<file path="config.mk">
export PLATFORM = sky130hd
export DESIGN_NAME = bomp_ctrl
export DESIGN_NICKNAME = d
export VERILOG_FILES = /design/src/rtl/bomp_pkg.sv /design/src/rtl/bomp_ctrl.sv
export VERILOG_INCLUDE_DIRS = /design/src /design/src/rtl
export SDC_FILE = /design/constraint.sdc
export NUM_CORES = 1
export LEC_CHECK = 0
export ABC_AREA = 0
export ABC_CLOCK_PERIOD_IN_PS = 5200
export BUFFER_PORTS_ARGS = -buffer_cell sky130_fd_sc_hd__buf_2
export CORE_MARGIN = 2
export CORE_UTILIZATION = 55
export CTS_BUF_LIST = sky130_fd_sc_hd__clkbuf_8 sky130_fd_sc_hd__clkbuf_16
export DETAILED_ROUTE_END_ITERATION = 6
export PLACE_DENSITY = 0.76
export SLEW_MARGIN = 10
export SYNTH_ARGS = -nofsm -noshare
export SYNTH_HDL_FRONTEND = slang
export SYNTH_SLANG_ARGS = --single-unit
export TNS_END_PERCENT = 20
</file>
<file path="constraint.sdc">
create_clock -name i_ref_clk -period 5.2 [get_ports i_ref_clk]
set_clock_uncertainty 0.2 [all_clocks]
set_input_delay 0 -clock i_ref_clk [delete_from_list [all_inputs] [get_ports i_ref_clk]]
set_output_delay 0 -clock i_ref_clk [all_outputs]
set_load 0.01 [all_outputs]
</file>
<file path="src/rtl/bomp_params.svh">
// Timing counts and comparator-level constants for the on-time buck sequencer.
// Assumes a 200 MHz core clock; included by the design file only.
`ifndef BOMP_PARAMS_SVH
`define BOMP_PARAMS_SVH

`define BOMP_CLK_PERIOD_NS    5
`define BOMP_USP_GAP_NS       40000
`define BOMP_USP_GAP_CYC      (`BOMP_USP_GAP_NS / `BOMP_CLK_PERIOD_NS)
`define BOMP_OVP_FILT_NS      5000
`define BOMP_OVP_FILT_CYC     ((`BOMP_OVP_FILT_NS + `BOMP_CLK_PERIOD_NS - 1) / `BOMP_CLK_PERIOD_NS)
`define BOMP_ZC_COUNT         4'h8
`define BOMP_UVP_COUNT        4'h8
`define BOMP_CNT_W            14
`define BOMP_REF_MV           600
`define BOMP_OVP_MV           720
`define BOMP_UVP_MV           450
`define BOMP_SMART_PCT        10
`define BOMP_PG_LOW_PCT       10
`define BOMP_PG_REC_PCT       8
`define BOMP_PG_HIGH_PCT      20
`define BOMP_LX_RISE_MV       500
`define BOMP_SS_FB_PCT        40
`define BOMP_EN_HIGH_PCT      44
`define BOMP_UVLO_RISE_MV     3000
`define BOMP_UVLO_FALL_MV     2400

`endif

</file>
<file path="src/rtl/bomp_pkg.sv">
// Types shared by the on-time buck sequencer.
// Assumes the params header sits beside it.
package bomp_pkg;

	// Decoded level of the enable / save-select pin
	typedef enum logic [1:0]
	{
		BOMP_EN_OFF,
		BOMP_EN_FCM,
		BOMP_EN_SAVE
	} bomp_en_t;

	// Switching phase
	typedef enum logic [2:0]
	{
		BOMP_ST_OFF,
		BOMP_ST_DEAD_H,
		BOMP_ST_HIGH,
		BOMP_ST_DEAD_L,
		BOMP_ST_LOW,
		BOMP_ST_IDLE
	} bomp_st_t;

endpackage : bomp_pkg

</file>
<file path="src/rtl/bomp_ctrl.sv">
// Sequencing and protection logic of a constant-on-time synchronous buck.
// Assumes all comparator inputs are synchronous to i_ref_clk; one-shot end comes from analog.
`timescale 1ns/10ps
`default_nettype none
`include "bomp_params.svh"

module bomp_ctrl
#(
	parameter bit ULTRASONIC = 1'b1
)
(
	input  wire logic              i_ref_clk,
	input  wire logic              i_reset,
	input  wire logic              i_clk_en,
	input  wire logic [1:0]        i_enable_save_select,  // 0 low, 1 float, 2/3 high
	input  wire logic              i_supply_above_rise,   // Supply over 3 V
	input  wire logic              i_supply_above_fall,   // Supply over 2.4 V
	input  wire logic              i_fb_below_ref,        // Feedback below active reference
	input  wire logic              i_fb_below_ss,         // Feedback below 40 % of ramp
	input  wire logic              i_ss_done,             // Ramp past regulation point
	input  wire logic              i_fb_over_smart,       // Feedback above +10 %
	input  wire logic              i_fb_below_pg_low,     // Feedback below -10 %
	input  wire logic              i_fb_above_pg_rec,     // Feedback above -8 %
	input  wire logic              i_fb_over_ovp,         // Feedback above 720 mV
	input  wire logic              i_fb_under_uvp,        // Feedback at or below 450 mV
	input  wire logic              i_ontime_done,         // One-shot expired
	input  wire logic              i_zero_cross,          // Inductor current at zero
	input  wire logic              i_neg_current,         // Inductor current below zero
	input  wire logic              i_valley_limit_sense,
	input  wire logic              i_switch_node_risen,   // Switch node 0.5 V over ground
	output logic                   o_high_side_gate,
	output logic                   o_low_side_gate,
	output logic                   o_gate_tristate,
	output logic                   o_fast_drive,
	output logic                   o_use_fixed_ref,
	output logic                   o_power_ok_flag,
	output logic                   o_save_active
);
	import bomp_pkg::*;

	localparam logic [`BOMP_CNT_W-1:0] GAP_CYC  = `BOMP_CNT_W'(`BOMP_USP_GAP_CYC);
	localparam logic [`BOMP_CNT_W-1:0] OVP_CYC  = `BOMP_CNT_W'(`BOMP_OVP_FILT_CYC);

	// Pin level decode, reused by supply-gated power ok
	function automatic bomp_en_t decode_en(input logic [1:0] lvl);
		case (lvl)
			2'h0:    decode_en = BOMP_EN_OFF;
			2'h1:    decode_en = BOMP_EN_FCM;
			default: decode_en = BOMP_EN_SAVE;
		endcase
	endfunction : decode_en

	bomp_en_t                  en_mode;
	logic                      run;
	bomp_st_t                  st_ff, nxt_st;
	logic                      uvlo_ok_ff, nxt_uvlo_ok;
	logic                      ovp_lat_ff, nxt_ovp_lat;
	logic                      uvp_lat_ff, nxt_uvp_lat;
	logic [`BOMP_CNT_W-1:0]    ovp_cnt_ff, nxt_ovp_cnt;
	logic [3:0]                uvp_cnt_ff, nxt_uvp_cnt;
	logic [`BOMP_CNT_W-1:0]    gap_cnt_ff, nxt_gap_cnt;
	logic [3:0]                zc_cnt_ff, nxt_zc_cnt;
	logic                      save_ff, nxt_save;
	logic                      smart_ff, nxt_smart;
	logic                      pg_ff, nxt_pg;
	logic                      fast_ff, nxt_fast;
	logic                      hs_ff, nxt_hs;
	logic                      ls_ff, nxt_ls;
	logic                      tri_ff, nxt_tri;
	logic                      trigger;
	logic                      gap_hit;

	assign en_mode = decode_en(i_enable_save_select);
	assign run     = uvlo_ok_ff && en_mode != BOMP_EN_OFF && !ovp_lat_ff && !uvp_lat_ff;
	assign gap_hit = ULTRASONIC && en_mode == BOMP_EN_SAVE && gap_cnt_ff >= GAP_CYC;
	// Soft-start uses the ramp compare, then the fixed reference
	assign trigger = (i_ss_done ? i_fb_below_ref : i_fb_below_ss)
		&& !i_valley_limit_sense;

	// Supply lockout, fault latches and their filters
	always_comb
	begin
		nxt_uvlo_ok = uvlo_ok_ff ? i_supply_above_fall : i_supply_above_rise;
		nxt_ovp_cnt = i_fb_over_ovp ? (ovp_cnt_ff < OVP_CYC ? ovp_cnt_ff + 1'b1 : ovp_cnt_ff)
			: '0;
		nxt_uvp_cnt = i_fb_under_uvp ? (uvp_cnt_ff < `BOMP_UVP_COUNT ? uvp_cnt_ff + 1'b1
			: uvp_cnt_ff) : 4'h0;
		nxt_ovp_lat = ovp_lat_ff;
		nxt_uvp_lat = uvp_lat_ff;
		// Enable toggle or supply loss clears the latches; a new trip wins
		if (!uvlo_ok_ff || en_mode == BOMP_EN_OFF)
		begin
			nxt_ovp_lat = 1'b0;
			nxt_uvp_lat = 1'b0;
		end
		if (uvlo_ok_ff && en_mode != BOMP_EN_OFF && ovp_cnt_ff >= OVP_CYC)
			nxt_ovp_lat = 1'b1;
		if (uvlo_ok_ff && en_mode != BOMP_EN_OFF && uvp_cnt_ff >= `BOMP_UVP_COUNT && !ovp_lat_ff)
			nxt_uvp_lat = 1'b1;
		// Power ok with hysteresis between -10 % and -8 %
		nxt_pg = pg_ff;
		if (i_fb_below_pg_low)
			nxt_pg = 1'b0;
		else if (i_fb_above_pg_rec)
			nxt_pg = 1'b1;
		if (i_fb_over_ovp || en_mode == BOMP_EN_OFF || !uvlo_ok_ff || !i_ss_done)
			nxt_pg = 1'b0;
		if (ovp_lat_ff || uvp_lat_ff)
			nxt_pg = 1'b0;
	end

	// Switching sequencer; each gate turn-on from the states passes a dead state, the OVP low-side hold does not
	always_comb
	begin
		nxt_st      = st_ff;
		nxt_gap_cnt = (hs_ff || gap_cnt_ff >= GAP_CYC) ? gap_cnt_ff : gap_cnt_ff + 1'b1;
		nxt_zc_cnt  = zc_cnt_ff;
		nxt_save    = save_ff;
		nxt_smart   = smart_ff;
		nxt_fast    = 1'b0;
		// Leaving save mode restarts the zero-crossing score
		if (en_mode != BOMP_EN_SAVE)
		begin
			nxt_save   = 1'b0;
			nxt_zc_cnt = 4'h0;
		end
		if (en_mode == BOMP_EN_SAVE && i_fb_over_smart)
		begin
			nxt_smart = 1'b1;
			nxt_save  = 1'b0;
		end
		case (st_ff)
			BOMP_ST_OFF:
			begin
				nxt_gap_cnt = '0;
				if (run)
					nxt_st = BOMP_ST_IDLE;
			end
			BOMP_ST_DEAD_H:
				nxt_st = BOMP_ST_HIGH;
			BOMP_ST_HIGH:
			begin
				nxt_gap_cnt = '0;
				nxt_fast    = fast_ff || i_switch_node_risen;
				if (i_ontime_done)
					nxt_st = BOMP_ST_DEAD_L;
			end
			BOMP_ST_DEAD_L:
				nxt_st = BOMP_ST_LOW;
			BOMP_ST_LOW:
			begin
				if (i_valley_limit_sense)
					nxt_st = BOMP_ST_LOW;
				else if (smart_ff)
				begin
					if (i_fb_below_ref)
					begin
						nxt_smart = 1'b0;
						nxt_st    = BOMP_ST_DEAD_H;
					end
				end
				else if (!i_ss_done && i_neg_current)
					nxt_st = BOMP_ST_IDLE;
				else if (en_mode == BOMP_EN_SAVE && ULTRASONIC && i_zero_cross)
					nxt_st = BOMP_ST_IDLE;
				else if (en_mode == BOMP_EN_SAVE && !ULTRASONIC && save_ff && i_zero_cross)
					nxt_st = BOMP_ST_IDLE;
				else if (trigger)
				begin
					// Plain variant scores each cycle once, at its end; a level count would overrun
					if (!ULTRASONIC && en_mode == BOMP_EN_SAVE)
					begin
						if (i_zero_cross || i_neg_current)
						begin
							nxt_zc_cnt = (zc_cnt_ff < `BOMP_ZC_COUNT) ? zc_cnt_ff + 4'h1 : zc_cnt_ff;
							if (zc_cnt_ff >= `BOMP_ZC_COUNT - 4'h1)
								nxt_save = 1'b1;
						end
						else
						begin
							nxt_zc_cnt = 4'h0;
							nxt_save   = 1'b0;
						end
					end
					nxt_st = BOMP_ST_DEAD_H;
				end
			end
			BOMP_ST_IDLE:
			begin
				if (smart_ff || gap_hit)
					nxt_st = BOMP_ST_DEAD_L;
				else if (trigger)
					nxt_st = BOMP_ST_DEAD_H;
			end
			default:
				nxt_st = BOMP_ST_OFF;
		endcase
		// Stopping drops a pending smart pull so a restart begins clean
		if (!run)
		begin
			nxt_st    = BOMP_ST_OFF;
			nxt_smart = 1'b0;
		end
		nxt_hs  = nxt_st == BOMP_ST_HIGH;
		nxt_ls  = nxt_st == BOMP_ST_LOW || (ovp_lat_ff && uvlo_ok_ff);
		nxt_tri = nxt_st == BOMP_ST_OFF && !nxt_ls;
	end

	// Registers for both groups
	always_ff @(posedge i_ref_clk or posedge i_reset)
	begin
		if (i_reset)
		begin
			st_ff      <= BOMP_ST_OFF;
			uvlo_ok_ff <= 1'b0;
			ovp_lat_ff <= 1'b0;
			uvp_lat_ff <= 1'b0;
			ovp_cnt_ff <= '0;
			uvp_cnt_ff <= 4'h0;
			gap_cnt_ff <= '0;
			zc_cnt_ff  <= 4'h0;
			save_ff    <= 1'b0;
			smart_ff   <= 1'b0;
			pg_ff      <= 1'b0;
			fast_ff    <= 1'b0;
			hs_ff      <= 1'b0;
			ls_ff      <= 1'b0;
			tri_ff     <= 1'b1;
		end
		else if (i_clk_en)
		begin
			st_ff      <= nxt_st;
			uvlo_ok_ff <= nxt_uvlo_ok;
			ovp_lat_ff <= nxt_ovp_lat;
			uvp_lat_ff <= nxt_uvp_lat;
			ovp_cnt_ff <= nxt_ovp_cnt;
			uvp_cnt_ff <= nxt_uvp_cnt;
			gap_cnt_ff <= nxt_gap_cnt;
			zc_cnt_ff  <= nxt_zc_cnt;
			save_ff    <= nxt_save;
			smart_ff   <= nxt_smart;
			pg_ff      <= nxt_pg;
			fast_ff    <= nxt_fast;
			hs_ff      <= nxt_hs;
			ls_ff      <= nxt_ls;
			tri_ff     <= nxt_tri;
		end
	end

	assign o_high_side_gate = hs_ff;
	assign o_low_side_gate  = ls_ff;
	assign o_gate_tristate  = tri_ff;
	assign o_fast_drive     = fast_ff;
	assign o_use_fixed_ref  = i_ss_done;
	assign o_power_ok_flag  = pg_ff;
	assign o_save_active    = save_ff;

	// Gate exclusion with a dead cycle
	gate_excl_a: assert property (@(posedge i_ref_clk) disable iff (i_reset)
		!(hs_ff && ls_ff)) else $error("both gates on");
	dead_cycle_a: assert property (@(posedge i_ref_clk) disable iff (i_reset)
		$fell(ls_ff) |-> !hs_ff) else $error("no dead cycle before high");
	ovp_hold_a: assert property (@(posedge i_ref_clk) disable iff (i_reset)
		ovp_lat_ff && uvlo_ok_ff && i_clk_en |=> ls_ff) else $error("low gate not held on ovp");
	ovp_filter_a: assert property (@(posedge i_ref_clk) disable iff (i_reset)
		$rose(ovp_lat_ff) |-> ovp_cnt_ff >= OVP_CYC || $past(ovp_cnt_ff) >= OVP_CYC)
		else $error("ovp latched unfiltered");
	pg_fault_a: assert property (@(posedge i_ref_clk) disable iff (i_reset)
		ovp_lat_ff && i_clk_en |=> !pg_ff) else $error("power ok during fault");
	uvp_off_a: assert property (@(posedge i_ref_clk) disable iff (i_reset)
		uvp_lat_ff && i_clk_en |=> !hs_ff && !ls_ff) else $error("gates on after uvp");
	valley_a: assert property (@(posedge i_ref_clk) disable iff (i_reset)
		ls_ff && i_valley_limit_sense && run && i_clk_en |=> ls_ff) else $error("valley limit ignored");
	lockout_a: assert property (@(posedge i_ref_clk) disable iff (i_reset)
		!uvlo_ok_ff && i_clk_en |=> !hs_ff && !ls_ff) else $error("switching in lockout");
	pg_over_a: assert property (@(posedge i_ref_clk) disable iff (i_reset)
		i_fb_over_ovp && i_clk_en |=> !pg_ff) else $error("power ok above +20 %");

	on_time_c: cover property (@(posedge i_ref_clk) disable iff (i_reset) $rose(hs_ff));
	save_c: cover property (@(posedge i_ref_clk) disable iff (i_reset) $rose(save_ff));
	ovp_c: cover property (@(posedge i_ref_clk) disable iff (i_reset) $rose(ovp_lat_ff));
	uvp_c: cover property (@(posedge i_ref_clk) disable iff (i_reset) $rose(uvp_lat_ff));

endmodule : bomp_ctrl
`default_nettype wire

</file>
Word level (Yosys, flattened, before mapping) --
Index checks and enable logic that the tools add are counted. W data, S select, Z words.
Operators by class: magnitude comparators 5, equality and inequality tests 13, shift operators 0, multiplexer cells 35, div/mod/pow operators 0, add/subtract/negate cells 3, reduce and logical (&&, ||, !) cells 45, $mul 0, bitwise logic cells 0
Operator list (count):
- $mux W14 | 4
- $add A14 B1 Y14 const B | 2
- $mux W3 | 9
- $mux W1 | 18
- $pmux W3 S6 | 1
- $ge A14 B10 Y1 const B | 1
- $ge A14 B13 Y1 const B | 1
- $lt A14 B10 Y1 const B | 1
- $reduce_and A2 Y1 | 7
- $logic_and A1 B1 Y1 | 13
- $eq A3 B2 Y1 const B | 3
- $eq A3 B3 Y1 const B | 3
- $logic_or A1 B1 Y1 | 9
- $mux W4 | 2
- $reduce_bool A2 Y1 | 4
- $logic_not A1 Y1 | 6
- $logic_not A3 Y1 | 2
- $add A4 B1 Y4 const B | 1
- $ge A4 B4 Y1 const B | 1
- $logic_not A2 Y1 | 2
- $lt A4 B4 Y1 const B | 1
- $ne A2 B1 Y1 const B | 2
- $ne A2 B2 Y1 const B | 2
- $pmux W2 S2 | 1
- other kinds (5) | 5
Word-level totals: bits of input ports 20, flip-flop bits (word level) 45, RAM bits 0, latch bits 0, memories 0, ROM bits 0, output and inout port bits 7

Longest topological paths before layout --
Gate-level depths: netlist of the first run.
depth after elaboration 14, mapped depth 7, gate-level depth less buffers 7

Worst setup path after synthesis of the first run --
Ideal clock, no wire load.
kind register to register, from register gap_cnt_ff[6], to register gap_cnt_ff[8], arrival 1675 ps, data required time 4868 ps, path buffers 0, setup slack 3193 ps, period minus slack after synthesis 2007 ps, stages on the path, launching flop included 7, path through dfrtp_1 o21a_1 a2111oi_4 nand4_2 nor2_2 xnor2_1 nor2_1
On the way: cells in the longest elaborated chain, start to end 4, elaborated cells on any way between the ends 7, those cells by class add/sub (1); order compare (1); eq/ne (1); mux (2); reduce/logical (2)
Ends and longest elaborated chain:
- from (decl) | RTL line bomp_ctrl.sv:61 | logic [`BOMP_CNT_W-1:0] gap_cnt_ff, nxt_gap_cnt;
- from (signal assigned) | RTL line bomp_ctrl.sv:238 | gap_cnt_ff <= nxt_gap_cnt;
- $ge A14 B13 Y1 | RTL line bomp_ctrl.sv:116 | nxt_gap_cnt = (hs_ff || gap_cnt_ff >= GAP_CYC) ? gap_cnt_ff : gap_cnt_ff + 1'b1;
- $logic_or A1 B1 Y1 | RTL line bomp_ctrl.sv:116
- $ne A2 B2 Y1 (no source line)
- $reduce_and A2 Y1 (no source line)
Parallel ways exist; a longest one is shown, timed or not. The select of a mux whose other input is x is not followed. A chain may end at the register's enable or synchronous reset.

Worst setup path after layout of the first run --
from register uvlo_ok_ff, to register pg_ff, in the netlist o_power_ok_flag
On the way: cells in the longest elaborated chain, start to end 5, elaborated cells on any way between the ends 7, those cells by class mux (2); reduce/logical (5)
Ends and longest elaborated chain:
- from (decl) | RTL line bomp_ctrl.sv:56 | logic uvlo_ok_ff, nxt_uvlo_ok;
- from (signal assigned) | RTL line bomp_ctrl.sv:233 | uvlo_ok_ff <= nxt_uvlo_ok;
- $logic_not A1 Y1 * | RTL line bomp_ctrl.sv:106 | if (i_fb_over_ovp || en_mode == BOMP_EN_OFF || !uvlo_ok_ff || !i_ss_done)
- $logic_or A1 B1 Y1 * (2 in series) | RTL line bomp_ctrl.sv:106
- $reduce_bool A4 Y1 (no source line) or $mux W1 (tied branches)
- $reduce_and A2 Y1 (no source line) or $mux W1 (tied branches)
- to (signal assigned) | RTL line bomp_ctrl.sv:242 | pg_ff <= nxt_pg;
- to (decl) | RTL line bomp_ctrl.sv:65 | logic pg_ff, nxt_pg;
Every way passes the cells marked *; elsewhere a longest branch is shown, timed or not.

==> results of run 1 <==
-- per-layer routing --
metal  vias to the layer above  GRT usage, %  part of all wire [%]
met5                         -             0                     0
li1                        935             -                     -
met2                        37          37.7                    50
met4                         0          7.25                   1.7
met3                         9          5.10                   3.8
met1                       900          28.4                    44
-- cell usage in the layout (no fill, tap or decap), types with 8 or more instances in the layout --
cell type | Yosys | final
a21oi_1 | 19 | 19
buf_2 | 1 | 25
dfrtp_1 | 43 | 43
dlygate4sd3_1 | 0 | 13
inv_1 | 18 | 17
nand2_1 | 33 | 33
nor2_1 | 22 | 22
o21ai_0 | 17 | 17
xor2_1 | 8 | 8
-- repair_timing --
action                    4_1_cts  5_1_grt
hold buffers                   13        0
setup buffers                   0        0
hold endpoints to repair       60        0
-- report_power, final --
part / internal, uW / total, uW / switching [uW] / leakage, uW
registers: 373 / 407 / 34.3 / 0.000596
logic: 62.8 / 146 / 83.2 / 0.000632
clock network: 169 / 279 / 109 / 0.0000645
-- worst paths after layout --
| check | to | slack (ns) |
|---|---|---|
| hold reg to reg | o_gate_tristate$_DFFE_PP1P_ | 0.29 |
| setup / recovery | o_power_ok_flag$_DFFE_PP0P_ | 2.22 |
| hold / removal | ovp_lat_ff$_DFFE_PP0P_ | 0.02 |
| max in group asynchronous | o_gate_tristate$_DFFE_PP1P_ | 4.24 |
| min in group asynchronous | gap_cnt_ff[4]$_DFFE_PP0P_ | 0.18 |
| setup reg to reg | o_power_ok_flag$_DFFE_PP0P_ | 2.22 |
-- worst register-to-register path: stages, from the launching register on --
cell and delay (ns):
dfrtp_1 0.39, o21ai_0 0.16, or3_1 0.43, or4_1 0.42, dlygate4sd3_1 0.58, a21oi_1 0.16, dlygate4sd3_1 0.58
-- flip-flops by register name, indices dropped and copies added, names as in the netlist --
| name | count |
|---|---|
| gap_cnt_ff | 14 |
| ovp_cnt_ff | 14 |
| uvp_cnt_ff | 4 |
| st_ff | 3 |
| o_fast_drive | 1 |
| o_gate_tristate | 1 |
| o_high_side_gate | 1 |
| o_low_side_gate | 1 |
| o_power_ok_flag | 1 |
| ovp_lat_ff | 1 |
| smart_ff | 1 |
| uvlo_ok_ff | 1 |
| uvp_lat_ff | 1 |
-- per-stage QoR --
stage                     power [uW]  hold slack [ns]  utilization, %
after global routing             883           0.0269            67.5
after global placement           542          -0.0378            61.1
final                            832           0.0210            67.5
after CTS                        837           0.0149            67.5
after detailed placement         547          -0.0423            61.1
after floorplan                  504           -0.108               -
-- cell type report --
cell class,count,share of cell area (%)
Sequential cell,44,40.8
Inverter,18,2.50
Timing Repair Buffer,40,10.0
Multi-Input combinational cell,179,39.7
Clock buffer,7,3.57
Clock inverter,1,1.11
Tap cell,50,2.32
-- cell families (layout without fill, tap and decap cells) --
family	after synthesis	count (layout)	share of synthesized area, %
flip-flops	44	44	48.2
adder cells (fa/ha/maj)	6	6	3.29
buffers and inverters	27	66	4.82
AND/OR/NAND/NOR	95	95	20.0
multiplexers	3	3	1.42
XOR/XNOR	12	12	4.60
AO/OA/AOI/OAI	62	62	17.5
other	1	1	0.164
==> results.yml, run 1 <==
worst_setup_path:
  cp-startpoint: "uvlo_ok_ff$_DFFE_PP0P_"
  critPathTopFamily: "buffers and inverters"
  crit_path_end_kind: "register"
  worst-path-stages: 6
  slowest_stage: "dlygate4sd3_1"
  critPathKind: "reg -> reg"
  path_buf_inv: 2
  arrival_ns: 3.00
  start_kind: "register"
  required_ns: 5.23
  ff2ff_path_depth: 6
  r2r-start: "uvlo_ok_ff$_DFFE_PP0P_"
  crit_fanout: 5
  slowest_delay_ns: 0.58
  path_cells: "o21ai_0 > or3_1 > or4_1 > dlygate4sd3_1 > a21oi_1 > dlygate4sd3_1"
  critPathMostFrequentCell: "dlygate4sd3_1"
yosys:
  syn_area_sq_um: 2280
  synth_nets: 276
  syn_inst: 250
  ys_seq_area_share_pct: 48.2
  synth.area.top_cells: "dfrtp_1 47%, nand2_1 5.4%, a21oi_1 4.2%, o21ai_0 3.7%, nor2_1 3.6%"
  synth_common_cells: "43 x dfrtp_1, 33 x nand2_1, 22 x nor2_1, 19 x a21oi_1, 18 x inv_1"
  synthArstFlopShare_pct: 100
  synth_edf_count: 0
  synth_top_flop_cell: "dfrtp_1"
  synth_most_common_cell: "dfrtp_1"
  synthDominantAreaCellType: "dfrtp_1"
  yosys.cell_types.count: 45
  synth_top_area_share_pct: 47.1
  avgSynthCellArea_sq_um: 9.14
  synth-warning-count: 0
  postSynthRegisterBits: 44
cells_and_area:
  ff_latch_area_sq_um: 1100
  drive_gt1_share_pct: 14.9
  n_antenna_cell: 0
  multi_input_area_sq_um: 1070
  syn_to_final_growth_pct: 18.2
  fill_cells: 323
  stdcell_count: 339
  fin_area_sq_um: 2700
  final_net_count: 314
pwr:
  irDropWorstVdd_v: 0.000192
  power_density_nw_per_um2: 308
  p_leak_uw: 0.00129
global_routing:
  grt_pass1_vias: 1837
  grt_first_pass_wirelength_microns: 7920
  grt_max_degree: 45
  grt_usage_pct: 22.4
  antenna_found_initial: 0
  grt_overflow: 0
timing:
  setup_ws_ns: 2.22
  post-route-min-period_ns: 2.98
  slew_viol_final: 0
  worst_pin_slew_ns: 0.571
  clock.fmax_mhz: 336
  setup_violations: 0
  hold_viol_final: 0
  rsz0062_at_grt: "false"
  relSlewSlack_pct: 61.5
  setup_tns_ns: 0
  fin_crit_sh_pct: 57.3
placement:
  gp_congestion: 0.882
  dp_slack_ns: 2.91
  post-dp-hpwl_microns: 3170
  numPortBuffers: 25
  place_area_sq_um: 2440
  dp_cells: 318
clocking:
  cts_buffer_depth: 2
  clock_latency_ns: 0.29
  cts_resized: 0
  numClockSinks: 44
  cts_tree: "yes"
  cts_inserted_buffers: 5
  clkTransAtPathRegs_ns: 0.08
  cts_max_level: 2
  cts-root-buf: "clkbuf_8"
die:
  ios: 27
  die_w_microns: 68.5
  coreArea_sq_um: 4000
  num_rows: 23
  die_h_microns: 68.5
  die-area_sq_um: 4690
  initial_utilization_pct: 57.1
drt:
  drcViolationCount: 0
  num_vias: 1881
  antenna_left: 0
  wl_microns: 4630
  drt_iter0_markers: 137
  drt-pass1-iter-count: 4
  wl_per_cell_microns: 13.7
  viasPerCell: 5.55
hold_path:
  hold_depth: 3
  hold_class: "in -> reg"
  hold_start: "i_enable_save_select[1]"
job:
  maxCapViolations: 0
outcome:
  status: "finished, final reports clean"
Power figures use the tool's default switching activity.
==> run 2: changes to the inputs <==
ABC_CLOCK_PERIOD_IN_PS = 2500   (was 5200)
CORE_UTILIZATION = 52   (was 55)
PLACE_DENSITY = 0.75   (was 0.76)
clock period = 2.5 ns   (was 5.2 ns; I/O delays follow)
==> run 2 against run 1 <==
Effect of this change: cell count grew 2.4%; clock power grew 110%; routed wire length grew 5.0%; non-clock buffer count is 6 higher.
==> results.yml, run 2 (same netlist as run 1, synthesis figures left out) <==
cells_and_area:
  drive_gt1_share_pct: 15.9
  utilization_pct: 64.3
  final_cell_mix: "43 x dfrtp_1, 33 x nand2_1, 25 x buf_2, 22 x nor2_1, 19 x a21oi_1"
  syn_to_final_growth_pct: 20.9
  top_regs: "gap_cnt_ff: 14 flops, ovp_cnt_ff: 14 flops, uvp_cnt_ff: 4 flops"
  mostFrequentLayoutCell: "dfrtp_1"
  final_net_count: 320
  n_antenna_cell: 0
die:
  coreArea_sq_um: 4290
  initial_utilization_pct: 53.2
  ios: 27
  num_rows: 24
  die_w_microns: 70.3
  die_h_microns: 70.3
  die-area_sq_um: 4940
timing:
  setup_ws_ns: 0.117
  rsz0062_at_grt: "false"
  relSlewSlack_pct: 56.6
  worst_pin_slew_ns: 0.647
  setup_tns_ns: 0
  hold_viol_final: 0
  slew_viol_final: 0
  clock.fmax_mhz: 420
  setup_violations: 0
  fin_crit_sh_pct: 95.3
  post-route-min-period_ns: 2.38
drt:
  wl_per_cell_microns: 14.0
  drt-pass1-iter-count: 4
  antenna_left: 0
  viasPerCell: 5.58
  wl_microns: 4870
  drcViolationCount: 0
  num_vias: 1936
  drt_iter0_markers: 212
pwr:
  p_clk_share_pct: 33.6
  power_density_nw_per_um2: 634
  irDropWorstVdd_v: 0.000367
  p_sw_share_pct: 27.5
  pwr-share-seq_pct: 48.3
  power_switching_uw: 481
  internal_power_uw: 1270
  p_total_uw: 1750
  p_leak_uw: 0.00132
  combPwrFrac_pct: 18.1
placement:
  post-dp-hpwl_microns: 3210
  numPortBuffers: 25
  gp_congestion: 0.802
  dp_slack_ns: 0.467
global_routing:
  grt_max_degree: 35
  grt_first_pass_wirelength_microns: 8700
  antenna_found_initial: 0
  grt_usage_pct: 22.1
  grt_overflow: 0
  grt_pass1_vias: 1924
clocking:
  cts_buffer_depth: 2
  cts-root-buf: "clkbuf_8"
  cts_max_level: 2
  cts_inserted_buffers: 5
  cts_tree: "yes"
  clock_latency_ns: 0.30
  numClockSinks: 44
  clkTransAtPathRegs_ns: 0.08
  cts_post_setup_buffers_inserted: 0
outcome:
  status: "finished, final reports clean"
worst_setup_path:
  slowest_stage: "dlygate4sd3_1"
  crit_path_end_kind: "register"
  crit_fanout: 5
  critPathMostFrequentCell: "dlygate4sd3_1"
  slowest_delay_ns: 0.59
  path_cells: "dlygate4sd3_1 > buf_2 > o21ai_1 > or3_4 > or4_1 > dlygate4sd3_1 > a21oi_1"
  arrival_ns: 2.38
  start_kind: "input pin"
  required_ns: 2.50
  critPathKind: "in -> reg"
job:
  maxCapViolations: 0
hold_path:
  hold_class: "in -> out"
run 2: cell types whose count changed in the layout (fill, tap and decap cells not counted):
cell           change
or3_4              +1
buf_4              +3
o21ai_1            +1
or3_1              -1
o21ai_0            -1
dlygate4sd3_1      +3
run 2: worst paths after layout:
kind,from,end,slack [ns],cells after the start
min in group asynchronous,i_reset,gap_cnt_ff[3]$_DFFE_PP0P_,0.05,3
worst max register to register,uvlo_ok_ff$_DFFE_PP0P_,o_power_ok_flag$_DFFE_PP0P_,0.12,5
worst min-delay path,i_ss_done,o_use_fixed_ref,0.03,2
max in group asynchronous,i_reset,o_gate_tristate$_DFFE_PP1P_,1.40,4
worst min register to register,ovp_cnt_ff[10]$_DFFE_PP0P_,ovp_cnt_ff[10]$_DFFE_PP0P_,0.29,1
worst max-delay path,i_enable_save_select[1],o_power_ok_flag$_DFFE_PP0P_,0.12,7
run 2: final cells by class:
| class | count | area (sq um) |
|---|---|---|
| Fill cell | 346 | 1530 |
| Tap cell | 52 | 65.1 |
| Inverter | 18 | 67.6 |
| Timing Repair Buffer | 46 | 323 |
| Clock inverter | 1 | 30.0 |
| Multi-Input combinational cell | 179 | 1080 |
| Clock buffer | 7 | 96.3 |
| Sequential cell | 44 | 1100 |
run 2: routing by layer:
layer	part of all wire, %	track usage (%)	wire length (microns)
met5	0	0	0
met4	0.82	6.84	40
met3	4.8	5.63	234
met2	50	35.4	2450
met1	44	29.5	2140
run 2: repair_timing:
item,4_1_cts,5_1_grt
endpoints found under the setup margin,0,1
hold buffers,16,0
endpoints found under the hold margin,63,0
gates resized for setup,0,2
run 2: worst max-delay path: cells and delay by family:
family | cells | cell delay [ns]
buf+inv | 3 | 1.28
simple gates | 2 | 0.77
compound gates | 2 | 0.34
run 2: power groups by stage:
stage          sequential (uW)  combinational, uW  clock (uW)
2_1_floorplan              842                206           0
3_3_place_gp               856                277           0
3_5_place_dp               857                284           0
4_1_cts                    843                311         600
5_1_grt                    858                363         631
6_report                   846                316         588
run 2: metrics by stage:
stage          hold WS, ns  instances  cell area (sq um)
2_1_floorplan       -0.108        250               2280
3_3_place_gp        -0.162        323               2470
3_5_place_dp        -0.167        323               2470
4_1_cts             0.0345        347               2760
5_1_grt             0.0476        347               2760
6_report            0.0321        347               2760
==> run 3: changes to the inputs <==
MAX_ROUTING_LAYER = met4   (was unset)
==> run 3 against run 2 <==
Effect of this change: routed wire length hardly changed; cell count stayed put; global-route usage up 0.63 points; clock power down 0.9%; critical endpoint unchanged; register-to-register slack about the same; largest power group unchanged; largest cell class unchanged.
==> results.yml, run 3 (same netlist as run 1, synthesis figures left out) <==
pwr:
  pwr-share-seq_pct: 48.5
  power_density_nw_per_um2: 632
  p_clk_share_pct: 33.4
  p_sw_share_pct: 27.3
  p_leak_uw: 0.00132
  internal_power_uw: 1270
  irDropWorstVdd_v: 0.000367
  combPwrFrac_pct: 18.1
  p_total_uw: 1740
  power_switching_uw: 476
timing:
  setup_tns_ns: 0
  worst_pin_slew_ns: 0.654
  slew_viol_final: 0
  rsz0062_at_grt: "false"
  hold_viol_final: 0
  post-route-min-period_ns: 2.39
  relSlewSlack_pct: 56.1
  setup_violations: 0
  clock.fmax_mhz: 418
  setup_ws_ns: 0.105
  fin_crit_sh_pct: 95.8
clocking:
  cts_tree: "yes"
  cts-root-buf: "clkbuf_8"
  cts_buffer_depth: 2
  cts_max_level: 2
  clkTransAtPathRegs_ns: 0.08
  clock_latency_ns: 0.29
  cts_inserted_buffers: 5
  numClockSinks: 44
global_routing:
  antenna_found_initial: 0
  grt_pass1_vias: 1929
  grt_max_degree: 35
  grt_overflow: 0
  grt_first_pass_wirelength_microns: 8690
  grt_usage_pct: 22.8
placement:
  post-dp-hpwl_microns: 3210
  numPortBuffers: 25
  gp_congestion: 0.813
  dp_cells: 323
  dp_slack_ns: 0.467
hold_path:
  hold_class: "in -> out"
  hold_depth: 2
  whs_endpoint: "o_use_fixed_ref"
  hold_start: "i_ss_done"
cells_and_area:
  final_cell_mix: "43 x dfrtp_1, 33 x nand2_1, 25 x buf_2, 22 x nor2_1, 19 x a21oi_1"
  stdcell_count: 347
  top_regs: "gap_cnt_ff: 14 flops, ovp_cnt_ff: 14 flops, uvp_cnt_ff: 4 flops"
  mostFrequentLayoutCell: "dfrtp_1"
  n_antenna_cell: 0
  syn_to_final_growth_pct: 20.9
  drive_gt1_share_pct: 15.9
  final_net_count: 320
worst_setup_path:
  crit_fanout: 5
  r2r-start: "uvlo_ok_ff$_DFFE_PP0P_"
  crit_path_end_kind: "register"
  reg2reg_slack_ns: 0.13
  arrival_ns: 2.39
  required_ns: 2.50
  r2r_end: "o_power_ok_flag$_DFFE_PP0P_"
  start_kind: "input pin"
  ff2ff_path_depth: 5
  critPathKind: "in -> reg"
drt:
  num_vias: 1929
  drcViolationCount: 0
  wl_per_cell_microns: 14.0
  wl_microns: 4860
  drt_iter0_markers: 210
  drt-pass1-iter-count: 4
  antenna_left: 0
  viasPerCell: 5.56
die:
  initial_utilization_pct: 53.2
  die-area_sq_um: 4940
  die_w_microns: 70.3
  die_h_microns: 70.3
  coreArea_sq_um: 4290
  ios: 27
  num_rows: 24
job:
  maxCapViolations: 0
outcome:
  status: "finished, final reports clean"
-- run 3: cell counts in the layout (fill, tap and decap cells not counted) --
No cell type changed its count.
-- run 3: what timing repair did --
item / in CTS / in global routing
hold buffers: 16 / 0
hold endpoints to repair: 63 / 0
buffers inserted: 0 / 0
gates resized for setup: 0 / 2
setup endpoints to repair: 0 / 1
-- run 3: final cells by class --
type / count / area (sq um)
fill: 346 / 1530
inverter: 18 / 67.6
timing repair buffer: 46 / 323
multi-input combinational: 179 / 1080
tap: 52 / 65.1
clock inverter: 1 / 30.0
sequential: 44 / 1100
clock buffer: 7 / 96.3
-- run 3: how the worst max path moves through the flow --
stage | start | to | slack [ns] | depth (start not counted)
after detailed placement | ovp_cnt_ff[10]$_DFFE_PP0P_ | ovp_cnt_ff[8]$_DFFE_PP0P_ | 0.47 | 4
final | i_enable_save_select[1] | o_power_ok_flag$_DFFE_PP0P_ | 0.11 | 7
after CTS | i_enable_save_select[1] | o_power_ok_flag$_DFFE_PP0P_ | 0.14 | 7
after global routing | i_clk_en | smart_ff$_DFFE_PP0P_ | 0.03 | 7
after global placement | ovp_cnt_ff[10]$_DFFE_PP0P_ | ovp_cnt_ff[8]$_DFFE_PP0P_ | 0.57 | 4
after floorplan | gap_cnt_ff[6]$_DFFE_PP0P_ | gap_cnt_ff[8]$_DFFE_PP0P_ | 0.49 | 6
-- run 3: metrics by stage --
stage / hold WS [ns] / instance area, sq um / utilization, %
2_1_floorplan: -0.108 / 2280 / -
5_1_grt: 0.0476 / 2760 / 64.3
6_report: 0.0322 / 2760 / 64.3
3_3_place_gp: -0.162 / 2470 / 57.5
3_5_place_dp: -0.167 / 2470 / 57.5
4_1_cts: 0.0345 / 2760 / 64.2
-- run 3: power by group through the flow --
stage	clock network [uW]	registers [uW]	logic [uW]
4_1_cts	600	843	311
5_1_grt	631	858	363
2_1_floorplan	0	842	206
6_report	583	846	316
3_3_place_gp	0	856	277
3_5_place_dp	0	857	284
-- run 3: per-layer routing --
| metal | share of wire, % | vias to the layer above | GRT usage [%] |
|---|---|---|---|
| met5 | 0 | - | - |
| met4 | 0.66 | 0 | 6.84 |
| met3 | 4.2 | 4 | 5.63 |
| met2 | 51 | 43 | 35.4 |
| met1 | 44 | 925 | 29.5 |
| li1 | - | 957 | - |
-- run 3: worst max-delay path, cell delays in order --
cell and delay [ns]:
dlygate4sd3_1 0.52, buf_2 0.17, o21ai_1 0.12, or3_4 0.38, or4_1 0.39, dlygate4sd3_1 0.58
a21oi_1 0.22
